[src/sce_consts.svh]
// constants of the upper-opcode execution block: opcodes, register numbers,
// field positions, reset values and multiply timing.
// assumes inclusion by bare name from the package and the design modules.
`ifndef SCE_CONSTS_SVH
`define SCE_CONSTS_SVH

// instruction byte fields
`define SCE_OPC_MSB 7
`define SCE_OPC_LSB 4
`define SCE_SEL_MSB 3
`define SCE_SEL_LSB 0

// operation codes (upper nibble)
`define SCE_OPC_CLEAR 4'h1
`define SCE_OPC_ASR 4'h7
`define SCE_OPC_INC 4'h8
`define SCE_OPC_DEC 4'h9
`define SCE_OPC_NOT 4'hA
`define SCE_OPC_BNN 4'hB
`define SCE_OPC_BNZ 4'hC
`define SCE_OPC_PRD 4'hD
`define SCE_OPC_PWR 4'hE
`define SCE_OPC_MUL 4'hF

// register field of a valid multiply
`define SCE_MUL_SEL 4'h3

// dedicated cpu register numbers
`define SCE_R_PC 4'h0
`define SCE_R_ACC 4'h1
`define SCE_R_MCAND 4'h3
`define SCE_R_MPLIER 4'h4
`define SCE_R_INDEX 5

// sign bit of a data word
`define SCE_SIGN_BIT 15

// reset values
`define SCE_RESET_WORD 16'h0000
`define SCE_PC_RESET 16'h0000

// multiply iterations
`define SCE_MUL_CYCLES 16

`endif

[src/sce_pkg.sv]
// types of the upper-opcode execution block: opcode and state enumerations.
// assumes sce_consts.svh is on the include path.
`include "sce_consts.svh"

package sce_pkg;

  // upper-nibble operation codes; all but clear_reg_op are handled here
  typedef enum logic [3:0] {
    clear_reg_op = `SCE_OPC_CLEAR,
    arith_shift_right_op = `SCE_OPC_ASR,
    increment_reg_op = `SCE_OPC_INC,
    decrement_reg_op = `SCE_OPC_DEC,
    complement_reg_op = `SCE_OPC_NOT,
    branch_nonnegative_op = `SCE_OPC_BNN,
    branch_nonzero_op = `SCE_OPC_BNZ,
    port_read_op = `SCE_OPC_PRD,
    port_write_op = `SCE_OPC_PWR,
    multiply_op = `SCE_OPC_MUL
  } sce_op_t;

  // execution state, one-hot
  typedef enum logic [1:0] {
    SCE_RUN = 2'b01,
    SCE_MUL = 2'b10
  } sce_state_t;

endpackage

[src/sce_exec.sv]
// execution of the upper opcodes of a small 16-bit sensor cpu: arithmetic right shift,
// increment, decrement, complement, two conditional branches, port moves
// and a sixteen-step multiply.
// assumes instr_byte is the program byte at fetch_addr whenever instr_valid
// is high, and that all inputs are synchronous to clk_sys.
`timescale 1ns/1ns
`include "sce_consts.svh"

module sce_exec import sce_pkg::*; #(
  parameter int DW = 16
) (
  // clock and reset
  input wire logic clk_sys,
  input wire logic rst_b,
  // instruction fetch
  output logic [DW-1:0] fetch_addr,
  input wire logic [7:0] instr_byte,
  input wire logic instr_valid,
  // execution status
  output logic busy,
  output logic op_unhandled,
  // port write notification
  output logic port_wr_stb,
  output logic [3:0] port_wr_idx,
  output logic [DW-1:0] port_wr_data,
  // observation of registers and ports
  input wire logic [3:0] dbg_reg_sel,
  input wire logic [3:0] dbg_port_sel,
  output logic [DW-1:0] dbg_reg_data,
  output logic [DW-1:0] dbg_port_data
);

  generate
    if (DW != 16) begin : g_bad_width
      $error("sce_exec: data width must be 16");
    end
  endgenerate

  // register 0 lives in fetch_addr; entries 1..15 here
  logic [DW-1:0] regs [1:15];
  logic [DW-1:0] ports [0:15];
  sce_state_t state;

  sce_op_t opc;
  logic [3:0] sel;
  logic [DW-1:0] xval;
  logic [DW-1:0] index_val;
  logic take;
  logic issue;
  logic mul_start;
  logic mul_done;
  logic [DW-1:0] mul_hi;
  logic [DW-1:0] mul_lo;
  logic reg_we;
  logic [DW-1:0] reg_wdata;
  logic [DW-1:0] next_pc;
  logic unhandled;

  // read of any cpu register, r0 being the program pointer
  function automatic logic [DW-1:0] reg_read(input logic [3:0] n);
    if (n == `SCE_R_PC) begin
      return fetch_addr;
    end
    return regs[n];
  endfunction

  // sequential advance of the pointer
  function automatic logic [DW-1:0] pc_step(input logic [DW-1:0] pc);
    return pc + DW'(1);
  endfunction

  assign opc = sce_op_t'(instr_byte[`SCE_OPC_MSB:`SCE_OPC_LSB]);
  assign sel = instr_byte[`SCE_SEL_MSB:`SCE_SEL_LSB];
  // process, not assign, so a write to the same register is seen at once
  always_comb begin
    xval = reg_read(sel);
  end
  assign index_val = regs[`SCE_R_INDEX];
  assign issue = instr_valid && (state == SCE_RUN);
  // a multiply with a foreign register field is treated as unsupported
  assign mul_start = issue && (opc == multiply_op) && (sel == `SCE_MUL_SEL);

  // branch condition from the index register
  always_comb begin
    take = 1'b0;
    if (opc == branch_nonnegative_op) begin
      take = !index_val[`SCE_SIGN_BIT];
    end else if (opc == branch_nonzero_op) begin
      take = (index_val != '0);
    end
  end

  // single-cycle result and next pointer
  always_comb begin
    reg_we = 1'b0;
    reg_wdata = xval;
    next_pc = fetch_addr;
    unhandled = 1'b0;
    if (issue) begin
      next_pc = pc_step(fetch_addr);
      unique case (opc)
        arith_shift_right_op: begin
          reg_we = 1'b1;
          reg_wdata = {xval[DW-1], xval[DW-1:1]};
        end
        increment_reg_op: begin
          reg_we = 1'b1;
          reg_wdata = xval + DW'(1);
        end
        decrement_reg_op: begin
          reg_we = 1'b1;
          reg_wdata = xval - DW'(1);
        end
        complement_reg_op: begin
          reg_we = 1'b1;
          reg_wdata = ~xval;
        end
        branch_nonnegative_op, branch_nonzero_op: begin
          // wraps mod 2^16, so a negative offset jumps backward
          if (take) begin
            next_pc = fetch_addr + xval;
          end
        end
        port_read_op, port_write_op: begin
        end
        multiply_op: begin
          // pointer holds during the multiply, advanced at write-back
          if (sel == `SCE_MUL_SEL) begin
            next_pc = fetch_addr;
          end else begin
            unhandled = 1'b1;
          end
        end
        default: begin
          unhandled = 1'b1; // lower opcodes belong to another unit
        end
      endcase
    end else if (mul_done) begin
      next_pc = pc_step(fetch_addr);
    end
  end

  // program pointer; a write to r0 by an op overrides the advance
  always_ff @(posedge clk_sys) begin
    if (!rst_b) begin
      fetch_addr <= `SCE_PC_RESET;
    end else if (reg_we && sel == `SCE_R_PC) begin
      fetch_addr <= reg_wdata;
    end else begin
      fetch_addr <= next_pc;
    end
  end

  // general registers r1..r15
  always_ff @(posedge clk_sys) begin
    if (!rst_b) begin
      for (int i = 1; i < 16; i++) begin
        regs[i] <= `SCE_RESET_WORD;
      end
    end else if (mul_done) begin
      regs[`SCE_R_ACC] <= mul_hi;
      regs[`SCE_R_MPLIER] <= mul_lo;
    end else if (reg_we && sel != `SCE_R_PC) begin
      regs[sel] <= reg_wdata;
    end else if (issue && opc == port_read_op) begin
      regs[`SCE_R_ACC] <= ports[sel];
    end
  end

  // cpu ports and the write notification
  always_ff @(posedge clk_sys) begin
    if (!rst_b) begin
      for (int i = 0; i < 16; i++) begin
        ports[i] <= `SCE_RESET_WORD;
      end
      port_wr_stb <= 1'b0;
      port_wr_idx <= 4'h0;
      port_wr_data <= `SCE_RESET_WORD;
    end else begin
      port_wr_stb <= issue && (opc == port_write_op);
      if (issue && opc == port_write_op) begin
        ports[sel] <= regs[`SCE_R_ACC];
        port_wr_idx <= sel;
        port_wr_data <= regs[`SCE_R_ACC];
      end
    end
  end

  // execution state and status outputs
  always_ff @(posedge clk_sys) begin
    if (!rst_b) begin
      state <= SCE_RUN;
      busy <= 1'b0;
      op_unhandled <= 1'b0;
    end else begin
      op_unhandled <= unhandled;
      unique case (state)
        SCE_RUN: begin
          if (mul_start) begin
            state <= SCE_MUL;
            busy <= 1'b1;
          end
        end
        SCE_MUL: begin
          if (mul_done) begin
            state <= SCE_RUN;
            busy <= 1'b0;
          end
        end
      endcase
    end
  end

  // observation, one cycle behind the select
  always_ff @(posedge clk_sys) begin
    if (!rst_b) begin
      dbg_reg_data <= `SCE_RESET_WORD;
      dbg_port_data <= `SCE_RESET_WORD;
    end else begin
      dbg_reg_data <= reg_read(dbg_reg_sel);
      dbg_port_data <= ports[dbg_port_sel];
    end
  end

  // accumulator seeds the upper word; the program must have cleared it
  sce_mult #(
    .W(`SCE_MUL_CYCLES)
  ) u_mult (
    .clk_sys(clk_sys),
    .rst_b(rst_b),
    .start(mul_start),
    .a_in(regs[`SCE_R_ACC]),
    .m_in(regs[`SCE_R_MPLIER]),
    .n_in(regs[`SCE_R_MCAND]),
    .done(mul_done),
    .hi(mul_hi),
    .lo(mul_lo)
  );

endmodule

[src/sce_mult.sv]
// sequential shift-and-add multiplier, one partial product per clock.
// assumes start is a one-cycle pulse given only while idle.
`timescale 1ns/1ns
`include "sce_consts.svh"

module sce_mult import sce_pkg::*; #(
  parameter int W = 16
) (
  // clock and reset
  input wire logic clk_sys,
  input wire logic rst_b,
  // operands
  input wire logic start,
  input wire logic [W-1:0] a_in,
  input wire logic [W-1:0] m_in,
  input wire logic [W-1:0] n_in,
  // result
  output logic done,
  output logic [W-1:0] hi,
  output logic [W-1:0] lo
);

  localparam int CW = $clog2(W) + 1;

  generate
    if (W < 2) begin : g_bad_width
      $error("sce_mult: width below 2");
    end
  endgenerate

  logic [W-1:0] acc;
  logic [W-1:0] mq;
  logic [W-1:0] mcand;
  logic [CW-1:0] cnt;
  logic run;
  logic [W:0] sum;
  logic last;

  // carry kept in bit W so the shift never loses a product bit
  assign sum = mq[0] ? ({1'b0, acc} + {1'b0, mcand}) : {1'b0, acc};
  assign last = (cnt == CW'(W - 1));

  // iteration datapath; the accumulator seeds the upper word, hence must be zero
  always_ff @(posedge clk_sys) begin
    if (!rst_b) begin
      acc <= '0;
      mq <= '0;
      mcand <= '0;
    end else if (start) begin
      acc <= a_in;
      mq <= m_in;
      mcand <= n_in;
    end else if (run) begin
      {acc, mq} <= {sum, mq[W-1:1]};
    end
  end

  // iteration counter; done marks the cycle of the last step
  always_ff @(posedge clk_sys) begin
    if (!rst_b) begin
      cnt <= '0;
      run <= 1'b0;
    end else begin
      if (start) begin
        cnt <= '0;
        run <= 1'b1;
      end else if (run) begin
        cnt <= cnt + CW'(1);
        if (last) begin
          run <= 1'b0;
        end
      end
    end
  end

  // last step folded into the result, so write-back lands with that step
  // instead of one clock later; words are meaningful only while done is high
  assign done = run && last;
  assign hi = sum[W:1];
  assign lo = {sum[0], mq[W-1:1]};

endmodule

[config.mk]
export PLATFORM = sky130hd
export DESIGN_NAME = sce_exec
export DESIGN_NICKNAME = d
export VERILOG_FILES = /design/src/sce_pkg.sv /design/src/sce_exec.sv /design/src/sce_mult.sv
export VERILOG_INCLUDE_DIRS = /design/src
export SDC_FILE = /design/constraint.sdc
export NUM_CORES = 1
export LEC_CHECK = 0
export CORE_ASPECT_RATIO = 1.25
export CORE_MARGIN = 2
export CORE_UTILIZATION = 65
export DETAILED_ROUTE_END_ITERATION = 16
export DONT_BUFFER_PORTS = 1
export PLACE_DENSITY = 0.86
export SLEW_MARGIN = 20
export SYNTH_ARGS = -nofsm -noshare
export SYNTH_HDL_FRONTEND = slang
export SYNTH_SLANG_ARGS = --single-unit
[constraint.sdc]
create_clock -name clk_sys -period 10.9 [get_ports clk_sys]
set_clock_uncertainty 0.05 [all_clocks]
set_input_delay 1.09 -clock clk_sys [delete_from_list [all_inputs] [get_ports clk_sys]]
set_output_delay 1.09 -clock clk_sys [all_outputs]
set_load 0.005 [all_outputs]
==> reports/qor.yml, run 1 <==
routing:
  ant_nets: 0
  avgRoutedWirePerCell_um: 33.9
  drt_iter0_drc: 3907
  route.detailed.drc: 0
  vias_per_cell: 7.64
  firstDrtPassIters: 8
  vias: 26122
  routed_wl_um: 116000
sta:
  rsz0062_at_grt: "false"
  slew_viol_final: 0
  worst_pin_slew_ns: 1.19
  finalHoldViolations: 0
  fin_tns_setup_ns: 0
  holdWs_ns: 0.413
  slew_headroom: 0.205
  fmax_mhz: 170
  final.period_utilization: 0.541
  layout_min_cycle_time_ns: 5.89
  finalSetupViolCount: 0
cells_and_area:
  post_route_cells_drive_above_1_share: 0.177
  fin_area_um2: 37300
  nets: 2761
  area_delta_synth_final_pct: 6.70
  postLayoutCoreUtil: 0.697
  fillers: 3550
  final_cells: 3418
  diodes: 0
critical_path:
  cp.arrival_ns: 6.21
  startpoint: "instr_byte[2]"
  critPathCaptureType: "register"
  path_class: "in -> reg"
  cpPeakStageDelay_ns: 0.75
  cpMostUsedCell: "o31ai_1"
  cp_data_required_time_ns: 11.22
  cp-start-kind: "input pin"
  worst_path_max_delay_cell: "mux4_2"
  r2r_cells: 12
  cp_max_fo: 40
  worstPathCellList: "inv_2, buf_4, mux4_2, nand2_1, a21boi_0, inv_1, ha_1, o31ai_1, a211oi_1, o31ai_1, mux2_2, o22ai_2, o21ai_0"
  rr_startpoint: "regs[1][4]"
  ff2ff_setup_slack_ns: 5.15
  crit-reg2reg-capture: "regs[4][14]"
place:
  dpl.cell_count: 3309
  placedInstanceArea_um2: 35100
  io_buffer_count: 0
  dpl.hpwl_um: 74500
  gp_congestion: 1.00
clock_tree:
  cts_tree: "built"
  cts_hold_buf: 0
  cts_resized: 0
  path_clk_slew_ns: 0.06
  h-tree-depth: 2
  clock-root-buffer: "clkbuf_16"
  cts_setup_buffers: 0
  clk_latency_ns: 0.66
  cts_buffer_depth: 3
  cts-buffers-inserted: 59
  cts_sinks: 622
synth:
  synthCells: 2815
  synth_cell_type_count: 103
  synth_commonest_cells: "496 x edfxtp_1, 330 x nor2_1, 264 x mux4_2"
  synth_top_area_frac: 0.426
  async_flop_share: 0
  synth_edf_count: 496
  ys_seq_area_frac: 0.499
  yosysTopAreaCell: "edfxtp_1"
  syn_area_per_cell_um2: 12.4
  yosys_warnings: 0
  yosys-top-cells-area: "edfxtp_1 43%, mux4_2 17%, dfxtp_1 7.2%"
  ys.flop_type: "edfxtp_1"
  synth_area_um2: 34900
  yosysMostFrequentCell: "edfxtp_1"
  synth_seq_cells: 622
  synth_fp_nets: 2885
pwr:
  ir_drop_mv: 0.145
  power.net_switching_w: 0.00134
  powerDensity_nw_per_um2: 149
  leakage_nw: 13.5
  seqPwrFrac: 0.489
  p_sw_frac: 0.243
  p_int_w: 0.00419
  p_comb_frac: 0.104
  p_clk_frac: 0.406
floorplanning:
  rows: 95
  start_util: 0.653
  num_io_pins: 90
  design.core.area_um2: 53500
  dieHeight_um: 263
  die_x_um: 211
  die_area_um2: 55600
grt:
  grt_usage: 0.419
  grt_first_pass_wirelength_um: 168000
  grt_pass1_vias: 25999
  overflow: 0
  grt_max_degree: 159
  antenna_found_initial: 4
min_path:
  holdPathStages: 2
  min_to: "u_mult.mcand[10]"
  hp-start: "u_mult.mcand[10]"
  hold_path.class: "reg -> reg"
status:
  status: "completed"
flow_run:
  drv_cap: 0
sequential cells by signal, indices dropped and copies added (netlist names):
name	count
busy	1
op_unhandled	1
u_mult.run	1
port_wr_idx	4
port_wr_stb	1
state	1
port_wr_data	16
u_mult.cnt	5
ports	256
dbg_port_data	16
fetch_addr	16
u_mult.acc	16
u_mult.mq	16
regs	240
dbg_reg_data	16
u_mult.mcand	16
logic make-up (layout without fill, tap and decap cells):
group                      count (synthesis)  after routing  share of synthesized area
muxes                                    360            360                      0.204
xor gates and xnor gates                  36             36                    0.00903
DFF                                      622            622                      0.499
buffers and inverters                    284            208                     0.0372
and+or+nand+nor                         1016           1016                      0.144
adders and majority gates                 51             51                     0.0189
AOI/OAI and AO/OA                        446            446                     0.0881
critical path: cells and delay by family:
family,cells,cell delay (ns)
compound gates,6,2.58
buf+inv,3,0.89
fa+ha+maj,1,0.28
mux,2,1.17
simple gates,1,0.14
power by group through the flow:
stage	combinational [W]	clock [W]	sequential, W
2_1_floorplan	0.000449	0	0.00271
3_3_place_gp	0.000539	0	0.00274
3_5_place_dp	0.000550	0	0.00275
4_1_cts	0.000555	0.00224	0.00271
5_1_grt	0.000593	0.00232	0.00271
6_report	0.000578	0.00225	0.00271
area by class of cell:
cell class                 instances  area [um2]  area share
clock buffer                      77        1640      0.0439
clock inverter                    32         468      0.0126
inverter                          36         135     0.00363
multi-input combinational       1909       16300       0.437
sequential                       622       17400       0.467
tap                              679         850      0.0228
timing repair buffer              63         473      0.0127
metrics by stage:
stage | worst slack (ns) | total power [W]
after global routing | 4.83 | 0.00563
after global placement | 4.54 | 0.00328
final | 5.01 | 0.00554
after floorplan | 5.67 | 0.00316
after CTS | 5.03 | 0.00550
after detailed placement | 4.38 | 0.00330
worst max-delay path by stage:
stage | to | slack (ns) | cells past startpoint
after detailed placement | regs[1][13] | 4.38 | 14
after floorplan | regs[6][15] | 5.67 | 15
after global placement | regs[1][13] | 4.54 | 14
final | regs[4][14] | 5.01 | 13
after CTS | regs[1][13] | 5.03 | 14
after global routing | regs[10][11] | 4.83 | 14
per-layer routing:
layer,GRT usage,vias to the layer above,share of wire
li1,-,10441,-
met1,0.491,12754,0.31
met2,0.668,2271,0.47
met3,0.101,654,0.12
met4,0.321,2,0.097
met5,0,-,0.000086
cell usage in the layout (no fill, tap or decap), types with 60 or more instances in the layout:
cell and count:
edfxtp_1 496, nor2_1 329, mux4_2 264, and2_1 263, nand2_1 198, dfxtp_1 125, a21oi_1 120, o21ai_0 75
mux2i_1 71, buf_4 63, clkbuf_16 60
Note: power is estimated with default switching activity, not from simulation.
==> run 2, diff against run 1 <==
Clock period 10.9 ns to 6 ns, I/O delays scaled along.
==> run 2 against run 1 <==
Effect of this change: global-route usage is 0.33 points lower; clock-buffer cell count is 10 higher; total power rose by 80%; worst setup slack worse by 4.2 ns; sequential power up 81%; non-clock buffer count rose by 41; via count is 0.49% higher; register-to-register slack worse by 4.3 ns; hold slack got worse by 0.40 ns.
==> reports/qor.yml, run 2 (same netlist as run 1, synthesis figures left out) <==
routing:
  route.detailed.drc: 0
  ant_nets: 0
  avgRoutedWirePerCell_um: 33.1
  vias: 26250
  vias_per_cell: 7.58
  routed_wl_um: 115000
  drt_iter0_drc: 3852
  firstDrtPassIters: 6
clock_tree:
  cts_sinks: 622
  cts_setup_buffers: 0
  h-tree-depth: 2
  clk_latency_ns: 0.66
  cts_hold_buf: 0
  cts_resized: 0
  path_clk_slew_ns: 0.07
  cts-buffers-inserted: 60
  cts_buffer_depth: 3
  clock-root-buffer: "clkbuf_16"
  cts_tree: "built"
cells_and_area:
  final_cell_mix: "496 x edfxtp_1, 329 x nor2_1, 264 x mux4_2, 263 x and2_1, 198 x nand2_1"
  top_regs: "ports (256), regs (240)"
  final_common_cell: "edfxtp_1"
  largest_register: "ports"
  final_cells: 3464
  nets: 2803
  postLayoutCoreUtil: 0.701
  area_delta_synth_final_pct: 7.41
  post_route_cells_drive_above_1_share: 0.188
  largest_register_ffs: 256
floorplanning:
  die_area_um2: 55600
  dieHeight_um: 263
  design.core.area_um2: 53500
  start_util: 0.653
  num_io_pins: 90
  rows: 95
  die_x_um: 211
pwr:
  leakage_nw: 13.6
  powerDensity_nw_per_um2: 266
  ir_drop_mv: 0.267
  power_w: 0.00997
sta:
  final.period_utilization: 0.858
  worst_pin_slew_ns: 1.15
  finalHoldViolations: 0
  slew_viol_final: 0
  fmax_mhz: 194
  rsz0062_at_grt: "false"
  slew_headroom: 0.231
  layout_min_cycle_time_ns: 5.15
  fin_tns_setup_ns: 0
  finalSetupViolCount: 0
grt:
  grt_usage: 0.416
  grt_first_pass_wirelength_um: 168000
  overflow: 0
  grt_max_degree: 159
  antenna_found_initial: 7
  grt_pass1_vias: 26462
critical_path:
  path_delay_family: "simple AND/OR/NAND/NOR gates"
  cpPeakStageDelay_ns: 0.83
  path_class: "reg -> reg"
  cpMostUsedCell: "nand4_1"
  worstPathCellList: "mux4_1, mux4_2, nand2_1, a21boi_0, inv_1, ha_1, nand4_1, or2_2, or3_1, nand4_1, o2111ai_1, o31ai_2, nor2_1"
  cp_max_fo: 13
  cp_data_required_time_ns: 6.31
  cp.arrival_ns: 5.46
  critPathCaptureType: "register"
  path_buf_inv: 1
  cp-start-kind: "register"
  worst_path_max_delay_cell: "o31ai_2"
place:
  io_buffer_count: 0
  dpl.cell_count: 3350
  dpl.hpwl_um: 73700
  gp_congestion: 0.972
flow_run:
  drv_cap: 0
status:
  status: "completed"
min_path:
  hold_path.class: "in -> reg"
[run 2: cell count changes in the layout (fill, tap and decap cells not counted), sizes merged]
cell,change
buf,+41
bufinv,-5
clkbuf,+10
clkinv,-5
clkinvlp,+4
diode,+1
[run 2: area by class of cell]
type	count	area [um2]
Fill cell	3507	16000
Multi-Input combinational cell	1909	16300
Clock buffer	87	1750
Antenna cell	1	2.50
Inverter	36	135
Clock inverter	26	312
Tap cell	679	850
Sequential cell	622	17400
Timing Repair Buffer	104	781
[run 2: through the flow]
stage	area (um2)	hold slack (ns)	setup WS (ns)
after floorplan	34900	0.391	1.26
after global placement	35400	0.401	0.609
after detailed placement	35400	0.406	0.574
after CTS	37500	0.0110	0.959
after global routing	37500	0.0208	0.650
final	37500	0.0177	0.853
[run 2: where the power goes]
part	internal (W)	switching, W
combinational	0.000451	0.000602
sequential	0.00479	0.000124
clock	0.00228	0.00173
[run 2: path summary, 6_finish.rpt]
kind              startpoint         endpoint  slack (ns)  cells past startpoint
min reg2reg  u_mult.mcand[5]  u_mult.mcand[5]        0.42                      2
max               regs[9][3]      regs[2][11]        0.85                     13
min                    rst_b   fetch_addr[10]        0.02                      1
max reg2reg       regs[9][3]      regs[2][11]        0.85                     13
[run 2: worst register-to-register path, stage by stage (launching register included)]
cell and delay, ns:
edfxtp_1 0.42, mux4_1 0.55, mux4_2 0.61, nand2_1 0.14, a21boi_0 0.33, inv_1 0.12, ha_1 0.43, nand4_1 0.19
or2_2 0.36, or3_1 0.41, nand4_1 0.10, o2111ai_1 0.17, o31ai_2 0.83, nor2_1 0.15
[run 2: routing by layer]
metal  up-vias  routed length [um]  track usage
li1      10537                   -            -
met1     12666               34400        0.469
met2      2316               53600        0.652
met3       719               14800        0.122
met4        12               11700        0.347
met5         -                  96            0
